--- config.mk ---
export PLATFORM = sky130hd
export DESIGN_NAME = sap_core
export DESIGN_NICKNAME = d
export VERILOG_FILES = /design/src/sap_pkg.sv /design/src/sap_core.sv
export VERILOG_INCLUDE_DIRS = /design/src
export SDC_FILE = /design/constraint.sdc
export NUM_CORES = 1
export LEC_CHECK = 0
export ABC_CLOCK_PERIOD_IN_PS = 7130
export BUFFER_PORTS_ARGS = -buffer_cell sky130_fd_sc_hd__buf_2
export CAP_MARGIN = 20
export CORE_MARGIN = 5
export CORE_UTILIZATION = 55
export DETAILED_ROUTE_END_ITERATION = 12
export PLACE_DENSITY_LB_ADDON = 0.1
export SYNTH_ARGS = -nofsm -noshare
export SYNTH_HDL_FRONTEND = slang
export SYNTH_SLANG_ARGS = --single-unit
--- constraint.sdc ---
create_clock -name ref_clk -period 7.13 [get_ports ref_clk]
set_clock_uncertainty 0.05 [all_clocks]
set_input_delay 0.713 -clock ref_clk [delete_from_list [all_inputs] [get_ports ref_clk]]
set_output_delay 0.713 -clock ref_clk [all_outputs]
set_load 0.03 [all_outputs]
--- src/sap_defs.svh ---
// Constants of the sound assignment procedure block: offsets, fields,
// reset values and selector codes. Included by the package and the core.
`ifndef SAP_DEFS_SVH
`define SAP_DEFS_SVH

// Register byte offsets on the APB slave
`define SAP_OFF_SELECTOR 12'h000
`define SAP_OFF_KEYS     12'h004
`define SAP_OFF_DRIVE    12'h008
`define SAP_OFF_BLOWOFF  12'h00C
`define SAP_OFF_STATUS   12'h010
`define SAP_OFF_OTHER_CV 12'h014

// Field positions
`define SAP_SEL_SVC_BIT   8
`define SAP_DRIVE_DIR_BIT 8
`define SAP_ST_ACTIVE_BIT 0

// Reset values
`define SAP_BLOWOFF_RST 8'h04
`define SAP_APB_ERR_NONE 1'b0

// Selector codes
`define SAP_SEL_FUNC_LO  8'h01
`define SAP_SEL_FUNC_HI  8'h13
`define SAP_SEL_FUNC_F0  8'h14
`define SAP_SEL_RAND_LO  8'h65
`define SAP_SEL_RAND_HI  8'h6C
`define SAP_SEL_SW_LO    8'h6F
`define SAP_SEL_SW_HI    8'h71
`define SAP_SEL_BG_LO    8'h80
`define SAP_SEL_BG_HI    8'h89
`define SAP_SEL_TURBO    8'h8D
`define SAP_SEL_DYNBRAKE 8'h8E
`define SAP_SEL_BLOWOFF  8'h85

// Function key numbers with a role during a procedure
`define SAP_KEY_PLAY  0
`define SAP_KEY_PREV  1
`define SAP_KEY_NEXT  2
`define SAP_KEY_CLEAR 3
`define SAP_KEY_GPREV 4
`define SAP_KEY_GNEXT 5
`define SAP_KEY_LOOP  6
`define SAP_KEY_SHORT 7
`define SAP_KEY_STORE 8
`define SAP_NUM_KEYS  20

`endif

--- src/sap_pkg.sv ---
// Types of the sound assignment procedure block.
// Assumes sap_defs.svh is on the include path.
`include "sap_defs.svh"
package sap_pkg;
  typedef enum logic {SAP_IDLE, SAP_ACTIVE} sap_state_t;
  typedef enum logic [1:0] {SAP_FUNC, SAP_BACKGND, SAP_RANDOM, SAP_SWITCH} sap_kind_t;

  typedef struct packed {
    logic [11:0] paddr;
    logic        psel;
    logic        penable;
    logic        pwrite;
    logic [31:0] pwdata;
  } sap_apb_req_t;

  typedef struct packed {
    logic [31:0] prdata;
    logic        pready;
    logic        pslverr;
  } sap_apb_rsp_t;

  typedef struct packed {
    logic       strobe;
    logic [7:0] group;
    logic [7:0] sample;
    logic [7:0] volume;
  } sap_play_t;

  typedef struct packed {
    logic       strobe;
    logic       clear;
    sap_kind_t  kind;
    logic [7:0] target;
    logic [7:0] group;
    logic [7:0] sample;
    logic [7:0] volume;
    logic       rep_loop;
    logic       shorten;
    logic       moving;
  } sap_store_t;

  typedef struct packed {
    sap_state_t                st;
    sap_kind_t                 kind;
    logic [7:0]                target;
    logic [7:0]                group;
    logic [7:0]                sample;
    logic [`SAP_NUM_KEYS-1:0]  keys;
    logic [`SAP_NUM_KEYS-1:0]  keys_prev;
    logic [7:0]                speed;
    logic                      dir;
    logic [7:0]                blow_map;
    logic [7:0]                blow_group;
    logic [7:0]                blow_sample;
    sap_apb_rsp_t              apb;
    sap_play_t                 play;
    logic                      warn;
    logic                      confirm;
    sap_store_t                store;
    logic [`SAP_NUM_KEYS-1:0]  func_out;
    logic [`SAP_NUM_KEYS-1:0]  key_sound;
    logic                      blow_play;
    logic [7:0]                drv_speed;
    logic                      drv_dir;
  } sap_regs_t;
endpackage

--- src/sap_core.sv ---
// Sound assignment procedure engine with its APB register slave.
// Assumes decoded track packets arrive as APB writes from the host CPU,
// and a sound library that reports the size of the addressed group.
`include "sap_defs.svh"

// Overview of operation
// - Selector 128-137, 141, 142 start background sound group selection.
// - Blow-off sample chosen under 133 is the one its key mapping plays.
// - Background selection works like chuff selection; regulator sets volume.
// - A key with output mapping and sound activates both when pressed.
// - Function allocation may browse across sample groups.
// - F0 plays the current sample for evaluation.
// - F1 and F2 step to previous or next sample and play it.
// - F4 and F5 change group and play its first sample, except in background selection, where they warn.
// - Regulator value sets the selected sound volume during a procedure.
// - F6 on at exit stores looping between markers while key held.
// - F7 on with F6 off at exit stores shortened playback while key held.
// - Neither F6 nor F7 stores full-length playback.
// - F3 ends the procedure and removes the sound of the target.
// - F8 ends the procedure and stores the last selected sample.
// - Other programming or power loss aborts and keeps old allocation.
// - Warning jingle at list ends, empty playback or invalid key.
// - Confirmation jingle after ending with F3 or F8.
// - Eight random generators, allocated by selector 101 onward.
// - Random allocation: F6 means standstill (default), F7 alone means moving.
// - Selector 111-113 allocate to switch inputs like function keys.
// - Selector writes are never stored; they only steer the keys.
// - Engine stays drivable; function outputs ignore keys while active.
module sap_core #(
  parameter int NUM_GROUPS = 16
) (
  input  logic                     ref_clk,
  input  logic                     rst,
  input  sap_pkg::sap_apb_req_t    apb_req,
  output sap_pkg::sap_apb_rsp_t    apb_rsp,
  input  logic [7:0]               lib_group_size,
  output sap_pkg::sap_play_t       play,
  output logic                     warn_jingle,
  output logic                     confirm_jingle,
  output sap_pkg::sap_store_t      store,
  output logic [`SAP_NUM_KEYS-1:0] func_out,
  output logic [`SAP_NUM_KEYS-1:0] key_sound,
  output logic                     blowoff_play,
  output logic [7:0]               blowoff_group,
  output logic [7:0]               blowoff_sample,
  output logic [7:0]               drive_speed,
  output logic                     drive_dir,
  output logic                     proc_active
);
  import sap_pkg::*;

  // Group index is 8 bits wide
  if (NUM_GROUPS < 1 || NUM_GROUPS > 256) begin : g_chk
    $error("NUM_GROUPS must lie in 1..256");
  end

  localparam logic [7:0] LAST_GROUP = 8'(NUM_GROUPS - 1);

  sap_regs_t r_ff;
  sap_regs_t nxt_r;

  logic                     acc;
  logic                     commit;
  logic [`SAP_NUM_KEYS-1:0] press;
  logic [7:0]               sel_val;

  // Bus phase decode and key edge detection
  assign acc     = apb_req.psel & apb_req.penable;
  assign commit  = acc & r_ff.apb.pready & apb_req.pwrite;
  assign press   = r_ff.keys & ~r_ff.keys_prev;
  assign sel_val = apb_req.pwdata[7:0];

  // Next-state logic for bus slave and procedure engine
  always_comb begin
    nxt_r = r_ff;
    nxt_r.play.strobe  = 1'b0;
    nxt_r.warn         = 1'b0;
    nxt_r.confirm      = 1'b0;
    nxt_r.store.strobe = 1'b0;
    nxt_r.keys_prev    = r_ff.keys;

    // Slave answers one cycle into the access phase
    nxt_r.apb.pready  = acc & ~r_ff.apb.pready;
    nxt_r.apb.pslverr = `SAP_APB_ERR_NONE;
    if (acc && !r_ff.apb.pready) begin
      nxt_r.apb.prdata = 32'h0000_0000;
      case (apb_req.paddr)
        `SAP_OFF_SELECTOR, `SAP_OFF_OTHER_CV: nxt_r.apb.prdata = 32'h0000_0000;
        `SAP_OFF_KEYS: nxt_r.apb.prdata = {12'h000, r_ff.keys};
        `SAP_OFF_DRIVE: nxt_r.apb.prdata = {23'h000000, r_ff.dir, r_ff.speed};
        `SAP_OFF_BLOWOFF: nxt_r.apb.prdata = {24'h000000, r_ff.blow_map};
        `SAP_OFF_STATUS: begin
          nxt_r.apb.prdata = {r_ff.sample, r_ff.group, r_ff.target,
                              5'h00, r_ff.kind, r_ff.st == SAP_ACTIVE};
        end
        default: nxt_r.apb.pslverr = 1'b1;
      endcase
    end

    // Procedure keys; one press acted on per cycle, F3 and F8 first
    if (r_ff.st == SAP_ACTIVE) begin
      if (press[`SAP_KEY_CLEAR]) begin
        nxt_r.st           = SAP_IDLE;
        nxt_r.store.strobe = 1'b1;
        nxt_r.store.clear  = 1'b1;
        nxt_r.confirm      = 1'b1;
      end else if (press[`SAP_KEY_STORE]) begin
        nxt_r.st             = SAP_IDLE;
        nxt_r.store.strobe   = 1'b1;
        nxt_r.store.clear    = 1'b0;
        nxt_r.confirm        = 1'b1;
        nxt_r.store.group    = r_ff.group;
        nxt_r.store.sample   = r_ff.sample;
        nxt_r.store.volume   = r_ff.speed;
        // Loop wins when both F6 and F7 are on
        nxt_r.store.rep_loop = r_ff.keys[`SAP_KEY_LOOP];
        nxt_r.store.shorten  = r_ff.keys[`SAP_KEY_SHORT]
                               & ~r_ff.keys[`SAP_KEY_LOOP];
        nxt_r.store.moving   = (r_ff.kind == SAP_RANDOM)
                               & r_ff.keys[`SAP_KEY_SHORT]
                               & ~r_ff.keys[`SAP_KEY_LOOP];
        if (r_ff.kind == SAP_BACKGND && r_ff.target == `SAP_SEL_BLOWOFF) begin
          nxt_r.blow_group  = r_ff.group;
          nxt_r.blow_sample = r_ff.sample;
        end
      end else if (press[`SAP_KEY_PLAY]) begin
        if (lib_group_size == 8'h00) begin
          nxt_r.warn = 1'b1;
        end else begin
          nxt_r.play.strobe = 1'b1;
        end
      end else if (press[`SAP_KEY_PREV]) begin
        if (r_ff.sample == 8'h00) begin
          nxt_r.warn = 1'b1;
        end else begin
          nxt_r.sample      = r_ff.sample - 8'h01;
          nxt_r.play.strobe = 1'b1;
        end
      end else if (press[`SAP_KEY_NEXT]) begin
        if (r_ff.sample + 8'h01 >= lib_group_size) begin
          nxt_r.warn = 1'b1;
        end else begin
          nxt_r.sample      = r_ff.sample + 8'h01;
          nxt_r.play.strobe = 1'b1;
        end
      end else if (press[`SAP_KEY_GPREV] || press[`SAP_KEY_GNEXT]) begin
        // Background selection stays inside its own group
        if (r_ff.kind == SAP_BACKGND) begin
          nxt_r.warn = 1'b1;
        end else if (press[`SAP_KEY_GPREV]) begin
          if (r_ff.group == 8'h00) begin
            nxt_r.warn = 1'b1;
          end else begin
            nxt_r.group       = r_ff.group - 8'h01;
            nxt_r.sample      = 8'h00;
            nxt_r.play.strobe = 1'b1;
          end
        end else if (r_ff.group == LAST_GROUP) begin
          nxt_r.warn = 1'b1;
        end else begin
          nxt_r.group       = r_ff.group + 8'h01;
          nxt_r.sample      = 8'h00;
          nxt_r.play.strobe = 1'b1;
        end
      end else if (press[`SAP_NUM_KEYS-1:`SAP_KEY_STORE+1] != '0) begin
        nxt_r.warn = 1'b1;
      end
    end

    // Register writes take effect on the completing edge
    if (commit) begin
      case (apb_req.paddr)
        `SAP_OFF_SELECTOR: begin
          // Any selector write ends a running procedure unstored
          nxt_r.st     = SAP_IDLE;
          nxt_r.group  = 8'h00;
          nxt_r.sample = 8'h00;
          if (!apb_req.pwdata[`SAP_SEL_SVC_BIT]) begin
            nxt_r.st = SAP_ACTIVE;
            if (sel_val >= `SAP_SEL_FUNC_LO && sel_val <= `SAP_SEL_FUNC_HI) begin
              nxt_r.kind   = SAP_FUNC;
              nxt_r.target = sel_val;
            end else if (sel_val == `SAP_SEL_FUNC_F0) begin
              nxt_r.kind   = SAP_FUNC;
              nxt_r.target = 8'h00;
            end else if (sel_val >= `SAP_SEL_RAND_LO
                         && sel_val <= `SAP_SEL_RAND_HI) begin
              nxt_r.kind   = SAP_RANDOM;
              nxt_r.target = sel_val - `SAP_SEL_RAND_LO;
            end else if (sel_val >= `SAP_SEL_SW_LO
                         && sel_val <= `SAP_SEL_SW_HI) begin
              nxt_r.kind   = SAP_SWITCH;
              nxt_r.target = sel_val - `SAP_SEL_SW_LO;
            end else if ((sel_val >= `SAP_SEL_BG_LO && sel_val <= `SAP_SEL_BG_HI)
                         || sel_val == `SAP_SEL_TURBO
                         || sel_val == `SAP_SEL_DYNBRAKE) begin
              nxt_r.kind   = SAP_BACKGND;
              nxt_r.target = sel_val;
              nxt_r.group  = sel_val - `SAP_SEL_BG_LO;
            end else begin
              nxt_r.st = SAP_IDLE;
            end
          end
        end
        `SAP_OFF_KEYS: nxt_r.keys = apb_req.pwdata[`SAP_NUM_KEYS-1:0];
        `SAP_OFF_DRIVE: begin
          nxt_r.speed = apb_req.pwdata[7:0];
          nxt_r.dir   = apb_req.pwdata[`SAP_DRIVE_DIR_BIT];
        end
        `SAP_OFF_BLOWOFF: begin
          nxt_r.blow_map = apb_req.pwdata[7:0];
          nxt_r.st       = SAP_IDLE;
        end
        `SAP_OFF_OTHER_CV: nxt_r.st = SAP_IDLE;
        default: ;
      endcase
    end

    // Playback request follows the browse position
    nxt_r.play.group   = nxt_r.group;
    nxt_r.play.sample  = nxt_r.sample;
    nxt_r.play.volume  = r_ff.speed;
    nxt_r.store.kind   = r_ff.kind;
    nxt_r.store.target = r_ff.target;

    // Keys drive outputs and sounds only outside a procedure
    nxt_r.drv_speed = r_ff.speed;
    nxt_r.drv_dir   = r_ff.dir;
    if (r_ff.st == SAP_ACTIVE) begin
      nxt_r.func_out  = '0;
      nxt_r.key_sound = '0;
      nxt_r.blow_play = 1'b0;
    end else begin
      nxt_r.func_out  = r_ff.keys;
      nxt_r.key_sound = r_ff.keys;
      nxt_r.blow_play = (r_ff.blow_map != 8'h00)
                        && (r_ff.blow_map < 8'(`SAP_NUM_KEYS))
                        && r_ff.keys[r_ff.blow_map[4:0]];
    end
  end

  // State register; reset doubles as power loss, leaving no procedure
  always_ff @(posedge ref_clk or posedge rst) begin
    if (rst) begin
      r_ff          <= '0;
      r_ff.st       <= SAP_IDLE;
      r_ff.blow_map <= `SAP_BLOWOFF_RST;
    end else begin
      r_ff <= nxt_r;
    end
  end

  // Outputs straight from the state register
  assign apb_rsp        = r_ff.apb;
  assign play           = r_ff.play;
  assign warn_jingle    = r_ff.warn;
  assign confirm_jingle = r_ff.confirm;
  assign store          = r_ff.store;
  assign func_out       = r_ff.func_out;
  assign key_sound      = r_ff.key_sound;
  assign blowoff_play   = r_ff.blow_play;
  assign blowoff_group  = r_ff.blow_group;
  assign blowoff_sample = r_ff.blow_sample;
  assign drive_speed    = r_ff.drv_speed;
  assign drive_dir      = r_ff.drv_dir;
  assign proc_active    = r_ff.st == SAP_ACTIVE;
endmodule

== Word level (Yosys, flattened, before mapping) ==
Cells that the tools add are included.
Operators by class
  add/subtract/negate cells: 7
  order comparisons: 11
  eq/ne operators: 12
  muxes and demuxes: 74
  bitwise operators: 13
  reductions and logical operators: 29
Operator list (count)
  $mux 16: 9
  $pmux 32 s4: 1
  $mux 8: 10
  $mux 47: 1
  $mux 41: 1
  $mux 10: 4
  $mux 1: 39
  $mux 26: 1
  $eq 12x4->1 const B: 2
  $eq 12x5->1 const B: 2
  $eq 8x8->1 const B: 3
  $logic_not 8->1: 3
  $and 20x20->20: 1
  $mux 20: 1
  $not 20->20: 1
  $mux 19: 1
  $mux 18: 1
  $add 8x1->8 const B: 2
  $ge 8x7->1 const B: 2
  $le 8x7->1 const B: 2
  $sub 8x1->8 const B: 2
  $sub 8x7->8 const B: 2
  $eq 12x3->1 const B: 1
  $logic_not 12->1: 1
  other kinds (30): 53
Storage, ports and cells
  register bits after elaboration: 226
  input port bits: 57
  output and inout bits: 167
  logic and storage cells: 179

== Logic depth before layout (Yosys ltp) ==
Gate-level depths: netlist (run 1).
  depth after elaboration: 13
  depth in mapped cells: 12
  gate-level depth less buffers: 10

== Worst setup path after synthesis (run 1) ==
Ideal clock, no wire load.
  path kind: reg-to-reg
  start point: reg, netlist name play[13]
  end point: reg r_ff, in the netlist play[12]
  arrival: 2.583 ns
  data required time: 6.986 ns
  path slack: 4.403 ns
  stages on the path, launching flop included: 13
  cells stage by stage: dfrtp_1 > clkbuf_1 > and4_1 > nand4_1 > xnor2_1 > ha_1 > nand2_1 > or3_1 > o21a_1 > clkbuf_1 > nor2_1 > a221oi_1 > a211oi_1
RTL lines
  end signal: assignment: RTL line sap_core.sv:249  | r_ff <= nxt_r;
  end: declaration: RTL line sap_core.sv:59  | sap_regs_t r_ff;

==> reports/metrics.cfg, run 1 <==
[run_status]
outcome=finished clean

[worst_setup_path]
critPathKind=flip-flop to flip-flop
cp_num_buf_inv=0
crit_path_top_delay_cell=dfrtp_1
cp-end-kind=flip-flop
path_cells=ha_1 > nand2_1 > xnor2_1 > ha_1 > nand2_1 > or3_1 > o21a_1 > nor2_1 > a221oi_1 > a211oi_1
critPathMaxStageDelay_ns=0.68
crit_arrival_ns=3.51
cp_max_fo=14
worstSetupStartpointType=flip-flop
critPathTopFamily=simple AND/OR/NAND/NOR gates
crit_required_ns=7.49

[timing]
fin_setup_tns_ns=0
hold_ws_ns=0.3477
slew_viol_final=0
fin_crit_ns=3.154
relSlewSlack_pct=35.39
rsz0062_at_grt=false
finalSetupViolCount=0
fin_ws_ns=3.976
finalHoldViolations=0
max_freq_ghz=0.3171
finalCritPeriodShare_pct=44.24
max_slew.worst_pin.slew_ns=0.9661

[layout]
final_cells=1300
mostFrequentLayoutCells=buf_2, dfrtp_1, nand2_1, mux2_2, nor2_1
design_area_um2=11290
multiInputGateArea_um2=3955
regArea_um2=5081
final_util_pct=59.97
layout-drive-gt1-share_pct=32.98
layout_commonest_cell=buf_2
fin_nets=1098
diodes=0
area_delta_synth_final_pct=6.740
fillers=1610

[placed_design]
io_buffers=211
dp_hpwl_um=18120
dpl.cell_count=1259
place_area_um2=10590
gp_congestion=0.8915
post-place-ws_ns=3.657

[synthesis]
synthMuxAreaShare_pct=10.61
synth_xor_area_share_pct=0.9934
syn_area_um2=10580
synthFlopType=dfrtp_1
synthAdderAreaFrac_pct=2.010
synth_seq_area_share_pct=48.03
syn_inst=995
synth_compound_area_share_pct=10.56
yosys.area_share.simple_pct=13.03
synth_top_family_by_area=buffers and inverters
ys_ff_latch=203
synth_edf_count=0
yosys_warnings=0
yosysUniqueCellTypes=68
async_flop_share_pct=100.0
avgSynthCellArea_um2=10.63
syn_nets=1069

[power_and_ir_drop]
p_per_area_nw_per_um2=214.7
ir_worst_vdd_uv=163.7
power_mw=2.424
leakage_nw=5.808

[floorplanning]
io_pins=224
die_w_um=148.7
dieArea_um2=22110
die_height_um=148.7
core_um2=18830
num_rows=50
start_util_pct=56.19

[clock_tree]
clockBufferDepth=3
cts_hold_buf=0
root_buffer=clkbuf_16
cts_htree_levels=1
post_cts.repair.setup_buffers=0
path_clk_slew_ns=0.06
post_cts_resized=0
cts_buffers=23
insertion_delay_ns=0.51
clock-sinks=203
cts_tree=built

[detailed_routing]
vias=7248
drcViolationCount=0
drt-initial-drc-count=548
ant_nets=0
viasPerCell=5.575
first_pass_iters=5
wl_um=26100
routedWlPerCell_um=20.08

[grt]
antenna_found_initial=0
grt_pass1_wl_um=40900
grt_max_degree=141
grt_pass1_vias=7094
gr-total-overflow=0
grtUsageTotal_pct=23.24

[flow_run]
drv_cap=0

[worst_hold_path]
hold_class=input port to asynchronous set/reset pin

[worst register-to-register path: cells and delay by family (launching register included)]
kind                     cells  cell delay [ns]
flip-flops                   1             0.68
XOR/XNOR                     1             0.17
AND/OR/NAND/NOR              4             0.83
AO/OA/AOI/OAI                3             0.68
adder cells (fa/ha/maj)      2             0.66
[cell type report]
| class | count | area share [%] |
|---|---|---|
| flip-flops and latches | 203 | 44.99 |
| multi-input cells | 547 | 35.02 |
| repair buffers | 217 | 9.750 |
| clock buffers | 36 | 5.972 |
| well taps | 260 | 2.881 |
| inverters | 32 | 1.130 |
| clock inverters | 5 | 0.2548 |
[Yosys cell counts (20+ instances only)]
cell type	count	area, um^2
dfrtp_1	202	5055
buf_4	162	1216
nand2_1	73	274.0
mux2_2	60	675.7
nor2_1	38	142.6
clkbuf_1	37	138.9
o21ai_0	35	175.2
nand3_1	33	165.2
inv_1	32	120.1
a22oi_1	27	202.7
nor2b_1	24	150.1
a21oi_1	20	100.1
[kinds of logic after synthesis]
family | count (synthesis)
AO/OA/AOI/OAI | 169
XOR/XNOR | 12
adder cells (fa/ha/maj) | 17
buffers and inverters | 245
flip-flops | 203
multiplexers | 92
AND/OR/NAND/NOR | 257
[sequential cells by signal, summed over array words and instances, names as in the netlist]
register	count
nxt_r	39
store	38
apb_rsp	34
r_ff	26
func_out	20
play	17
blowoff_group	8
blowoff_sample	8
drive_speed	8
blowoff_play	1
confirm_jingle	1
drive_dir	1
proc_active	1
warn_jingle	1
[power by group]
group	switching [mW]	internal [mW]
sequential	0.0221	1.16
combinational	0.0978	0.0482
clock	0.451	0.647
[final timing paths]
path                          start        endpoint  slack, ns  depth (start not counted)
max                         play[8]        play[12]       3.98                         10
min                             rst    func_out[14]       0.35                          2
max reg2reg                 play[8]        play[12]       3.98                         10
min reg2reg                nxt_r[8]  drive_speed[7]       0.38                          0
max in group asynchronous       rst       store[23]       5.19                          3
min in group ref_clk       nxt_r[8]  drive_speed[7]       0.38                          0
[routing by layer]
metal	up-vias	global-route usage, %	routed length [um]
met4	0	4.573	322
met1	3566	34.15	11800
li1	3378	-	-
met2	280	36.33	11920
met5	-	0	0
met3	24	4.540	2060
Power figures use the tool's default switching activity.
==> run 2, diff against run 1 <==
Settings changed: ABC_CLOCK_PERIOD_IN_PS 7130 to 2800, CORE_UTILIZATION 55 to 50.
Clock period 7.13 ns to 2.8 ns, I/O delays scaled along.
==> reports/metrics.cfg, run 2 (synthesis gave the netlist of run 1 again) <==
[worst_setup_path]
critPathKind=flip-flop to flip-flop  ; unchanged
crit_start=play[8]  ; unchanged
path_cells=ha_2 > nand3_1 > xnor2_1 > ha_1 > nand2_1 > or3_1 > o21a_2 > a221oi_1 > nor3_1  ; was ha_1 > nand2_1 > xnor2_1 > ha_1 > nand2_1 > or3_1 > o21a_1 > nor2_1 > a221oi_1 > a211oi_1
r2r_cells=9  ; was 10
cp-end-kind=flip-flop  ; unchanged
crit_arrival_ns=2.89  ; was 3.51 ns
worstSetupStartpointType=flip-flop  ; unchanged
r2r-end=play[11]  ; was play[12]
cp_max_fo=10  ; was 14
reg2reg_from=play[8]  ; unchanged
critPathMaxStageDelay_ns=0.40  ; was 0.68 ns
crit_path_top_delay_cell=dfrtp_1  ; unchanged
r2r_slack_ns=0.25  ; was 3.98 ns
crit_required_ns=3.14  ; was 7.49 ns

[grt]
grt_max_degree=88  ; was 141
grt_pass1_vias=7296  ; was 7094
grt_pass1_wl_um=43020  ; was 40900 um
grtUsageTotal_pct=22.59  ; was 23.24%
gr-total-overflow=0  ; unchanged
antenna_found_initial=0  ; unchanged

[floorplanning]
num_rows=53  ; was 50
start_util_pct=50.49  ; was 56.19%
io_pins=224  ; unchanged
die_height_um=155.5  ; was 148.7 um
dieArea_um2=24170  ; was 22110 um^2
die_w_um=155.5  ; was 148.7 um
core_um2=20960  ; was 18830 um^2

[detailed_routing]
first_pass_iters=5  ; unchanged
vias=7505  ; was 7248
ant_nets=0  ; unchanged
wl_um=27450  ; was 26100 um
drt-initial-drc-count=590  ; was 548
viasPerCell=5.466  ; was 5.575
drcViolationCount=0  ; unchanged
routedWlPerCell_um=19.99  ; was 20.08 um

[layout]
diodes=0  ; unchanged
final_util_pct=56.58  ; was 59.97%
area_delta_synth_final_pct=12.06  ; was 6.740%
layout_commonest_cell=buf_2  ; unchanged
largest_register_ffs=39  ; unchanged
fin_nets=1154  ; was 1098
layout-drive-gt1-share_pct=36.07  ; was 32.98%
mostFrequentLayoutCells=buf_2, dfrtp_1, nand2_1, mux2_2, buf_4  ; was buf_2, dfrtp_1, nand2_1, mux2_2, nor2_1
fillers=1864  ; was 1610

[power_and_ir_drop]
leakage_nw=6.114  ; was 5.808 nW
ir_worst_vdd_uv=414.1  ; was 163.7 uV
power_mw=6.478  ; was 2.424 mW
p_per_area_nw_per_um2=546.4  ; was 214.7 nW/um^2

[timing]
max_slew.worst_pin.slew_ns=0.6086  ; was 0.9661 ns
hold_ws_ns=0.06541  ; was 0.3477 ns
relSlewSlack_pct=59.05  ; was 35.39%
rsz0062_at_grt=false  ; unchanged
finalSetupViolCount=0  ; unchanged
fin_crit_ns=2.549  ; was 3.154 ns
finalHoldViolations=0  ; unchanged
max_freq_ghz=0.3923  ; was 0.3171 GHz
finalCritPeriodShare_pct=91.05  ; was 44.24%
slew_viol_final=0  ; unchanged

[clock_tree]
root_buffer=clkbuf_16  ; unchanged
cts_tree=built  ; unchanged
clock-sinks=203  ; unchanged
insertion_delay_ns=0.52  ; was 0.51 ns
post_cts.repair.setup_buffers=0  ; unchanged
cts_buffers=24  ; was 23
path_clk_slew_ns=0.06  ; about the same
clockBufferDepth=3  ; unchanged
cts_htree_levels=1  ; unchanged

[run_status]
outcome=finished clean  ; unchanged

[worst_hold_path]
hold_depth=2
hold_start=apb_req[8]
holdPathEnd=nxt_r[191]
hold_class=input port to flip-flop  ; was input port to asynchronous set/reset pin

[placed_design]
io_buffers=211  ; unchanged
gp_congestion=0.8751  ; was 0.8915
dp_hpwl_um=19620  ; was 18120 um

[flow_run]
drv_cap=0  ; unchanged

run 2: timing repair:
action / CTS / global route
hold buffers: 12 / 0
gates resized for setup: 0 / 5
endpoints found under the hold margin: 213 / 0
endpoints found under the setup margin: 0 / 10
run 2: final cells by class:
| cell class | count | area [um^2] | share of cell area [%] |
|---|---|---|---|
| Timing Repair Buffer | 272 | 1569 | 13.23 |
| Clock buffer | 32 | 680.7 | 5.741 |
| Tap cell | 275 | 344.1 | 2.902 |
| Sequential cell | 203 | 5081 | 42.86 |
| Clock inverter | 12 | 107.6 | 0.9076 |
| Multi-Input combinational cell | 547 | 3950 | 33.32 |
| Inverter | 32 | 123.9 | 1.045 |
run 2: worst max path at each step:
stage | to | cells past startpoint
2_1_floorplan | apb_rsp[0] | 1
3_3_place_gp | play[12] | 10
3_5_place_dp | play[12] | 10
4_1_cts | play[12] | 10
5_1_grt | play[10] | 10
6_report | play[11] | 9
run 2: worst max-delay path, delay by kind of cell, from the launching register on:
kind	cells	cell delay [ns]
AOI/OAI and AO/OA	2	0.67
xor gates and xnor gates	1	0.17
adders and majority gates	2	0.55
DFF	1	0.40
and+or+nand+nor	4	0.59
run 2: power breakdown:
group / switching, mW / internal (mW)
combinational: 0.307 / 0.168
clock: 1.23 / 1.81
sequential: 0.0108 / 2.95
total: 1.55 / 4.93
run 2: routing by layer:
metal	share of wire (%)	track usage, %	up-vias
met5	0	0	-
met2	46	35.73	282
met3	7.2	4.117	40
li1	-	-	3500
met4	1.8	5.127	0
met1	46	32.67	3683
run 2: per-stage QoR:
step | cells | setup TNS [ns] | worst slack, ns | cell area (um^2)
2_1_floorplan | 995 | -32.21 | -0.1595 | 10580
3_3_place_gp | 1317 | 0 | 0.1376 | 10940
3_5_place_dp | 1317 | 0 | 0.1209 | 10940
4_1_cts | 1373 | 0 | 0.1037 | 11850
5_1_grt | 1373 | 0 | 0.05353 | 11860
6_report | 1373 | 0 | 0.2507 | 11860
==> run 3, diff against run 2 <==
Settings changed: REMOVE_ABC_BUFFERS set to 1.
==> reports/metrics.cfg, run 3 (synthesis gave the netlist of run 1 again) <==
[timing]
finalHoldViolations=0  ; unchanged
finalSetupViolCount=0  ; unchanged
hold_ws_ns=0.06717  ; was 0.06541 ns
finalCritPeriodShare_pct=93.58  ; was 91.05%
fin_crit_ns=2.620  ; was 2.549 ns
max_freq_ghz=0.3817  ; was 0.3923 GHz
rsz0062_at_grt=false  ; unchanged
relSlewSlack_pct=52.03  ; was 59.05%
fin_ws_ns=0.1798  ; was 0.2507 ns
fin_setup_tns_ns=0  ; unchanged
max_slew.worst_pin.slew_ns=0.7173  ; was 0.6086 ns
slew_viol_final=0  ; unchanged

[power_and_ir_drop]
p_per_area_nw_per_um2=525.5  ; was 546.4 nW/um^2
leakage_nw=6.058  ; was 6.114 nW
pwr-share-seq_pct=48.0  ; was 45.7%
p_int_mw=4.704  ; was 4.926 mW
p_sw_mw=1.461  ; was 1.552 mW
swShare_pct=23.70  ; was 23.96%
power_mw=6.165  ; was 6.478 mW
clockPowerShare_pct=44.3  ; was 47.0%
share_comb_of_total_power_pct=7.7  ; was 7.3%
ir_worst_vdd_uv=353.1  ; was 414.1 uV

[layout]
final_util_pct=55.99  ; was 56.58%
final_cells=1364  ; was 1373
layout-drive-gt1-share_pct=35.08  ; was 36.07%
layout_commonest_cell=buf_2  ; unchanged
fin_nets=1151  ; was 1154
fillers=1909  ; was 1864
area_delta_synth_final_pct=10.89  ; was 12.06%
design_area_um2=11730  ; was 11860 um^2
diodes=0  ; unchanged
largest_register_ffs=39  ; unchanged
mostFrequentLayoutCells=buf_2, dfrtp_1, nand2_1, mux2_2, buf_4  ; unchanged

[clock_tree]
root_buffer=clkbuf_16  ; unchanged
clockBufferDepth=3  ; unchanged
cts_htree_levels=1  ; unchanged
path_clk_slew_ns=0.06  ; about the same
cts_buffers=23  ; was 24
clock-sinks=203  ; unchanged
cts_tree=built  ; unchanged
post_cts.repair.setup_buffers=0  ; unchanged
insertion_delay_ns=0.50  ; was 0.52 ns

[grt]
antenna_found_initial=0  ; unchanged
grt_pass1_vias=7489  ; was 7296
gr-total-overflow=0  ; unchanged
grtUsageTotal_pct=21.88  ; was 22.59%
grt_pass1_wl_um=42350  ; was 43020 um
grt_max_degree=82  ; was 88

[placed_design]
post-place-ws_ns=0.1077  ; was 0.1209 ns
dp_hpwl_um=19260  ; was 19620 um
gp_congestion=0.8647  ; was 0.8751
io_buffers=211  ; unchanged
place_area_um2=10930  ; was 10940 um^2
dpl.cell_count=1315  ; was 1317

[detailed_routing]
wl_um=26720  ; was 27450 um
drt-initial-drc-count=428  ; was 590
drcViolationCount=0  ; unchanged
routedWlPerCell_um=19.59  ; was 19.99 um
viasPerCell=5.471  ; was 5.466
vias=7463  ; was 7505
ant_nets=0  ; unchanged
first_pass_iters=5  ; unchanged

[worst_setup_path]
crit_required_ns=3.19  ; was 3.14 ns
critPathKind=flip-flop to flip-flop  ; unchanged
r2r_slack_ns=0.18  ; was 0.25 ns
cp-end-kind=flip-flop  ; unchanged
cp_max_fo=6  ; was 10
worstSetupStartpointType=flip-flop  ; unchanged
crit_arrival_ns=3.01  ; was 2.89 ns

[run_status]
outcome=finished clean  ; unchanged

[worst_hold_path]
hold_class=input port to flip-flop  ; unchanged

[floorplanning]
start_util_pct=50.49  ; unchanged
core_um2=20960  ; unchanged
io_pins=224  ; unchanged
num_rows=53  ; unchanged
dieArea_um2=24170  ; unchanged
die_height_um=155.5  ; unchanged
die_w_um=155.5  ; unchanged

[flow_run]
drv_cap=0  ; unchanged

==> run 3: metal layers <==
metal / GRT usage (%) / wire, um / vias to the layer above / share of wire (%)
li1: - / - / 3485 / -
met3: 3.282 / 1839 / 37 / 6.9
met5: 0 / 0 / - / 0
met2: 35.11 / 12510 / 263 / 47
met4: 4.794 / 446 / 0 / 1.7
met1: 31.74 / 11930 / 3678 / 45
==> run 3: worst max-delay path, cell delays in order, from the launching register on <==
cell	delay, ns
dfrtp_1	0.41
and4_1	0.23
nand4_1	0.15
xnor2_2	0.18
ha_1	0.30
nand2_1	0.07
or3_1	0.32
o21ai_0	0.21
buf_4	0.16
nor2_1	0.04
o31ai_1	0.24
a32o_1	0.20
==> run 3: layout make-up <==
class | instances | area, um^2 | share of cell area (%)
flip-flops and latches | 203 | 5081 | 43.31
well taps | 275 | 344.1 | 2.933
repair buffers | 270 | 1554 | 13.25
multi-input cells | 547 | 3953 | 33.69
clock inverters | 4 | 30.03 | 0.2559
clock buffers | 33 | 643.1 | 5.482
inverters | 32 | 127.6 | 1.088
==> run 3: power by group through the flow <==
stage | combinational [mW] | clock [mW] | sequential, mW
2_1_floorplan | 0.204 | 0 | 3.06
3_3_place_gp | 0.456 | 0 | 3.01
3_5_place_dp | 0.458 | 0 | 3.01
4_1_cts | 0.473 | 2.80 | 2.96
5_1_grt | 0.524 | 2.92 | 2.96
6_report | 0.472 | 2.73 | 2.96
==> run 3: path summary, 6_finish.rpt <==
path,depth (start not counted),to,from
min in group asynchronous,3,func_out[12],rst
worst min register to register,0,drive_speed[5],nxt_r[6]
worst min-delay path,2,nxt_r[5],apb_req[4]
worst max register to register,11,play[14],play[10]
worst max-delay path,11,play[14],play[10]
max in group asynchronous,4,r_ff[168],rst
==> run 3: what timing repair did <==
item                       4_1_cts  5_1_grt
hold endpoints to repair        89        0
hold buffers                    12        0
gates resized for setup          0        2
setup endpoints to repair        0        4
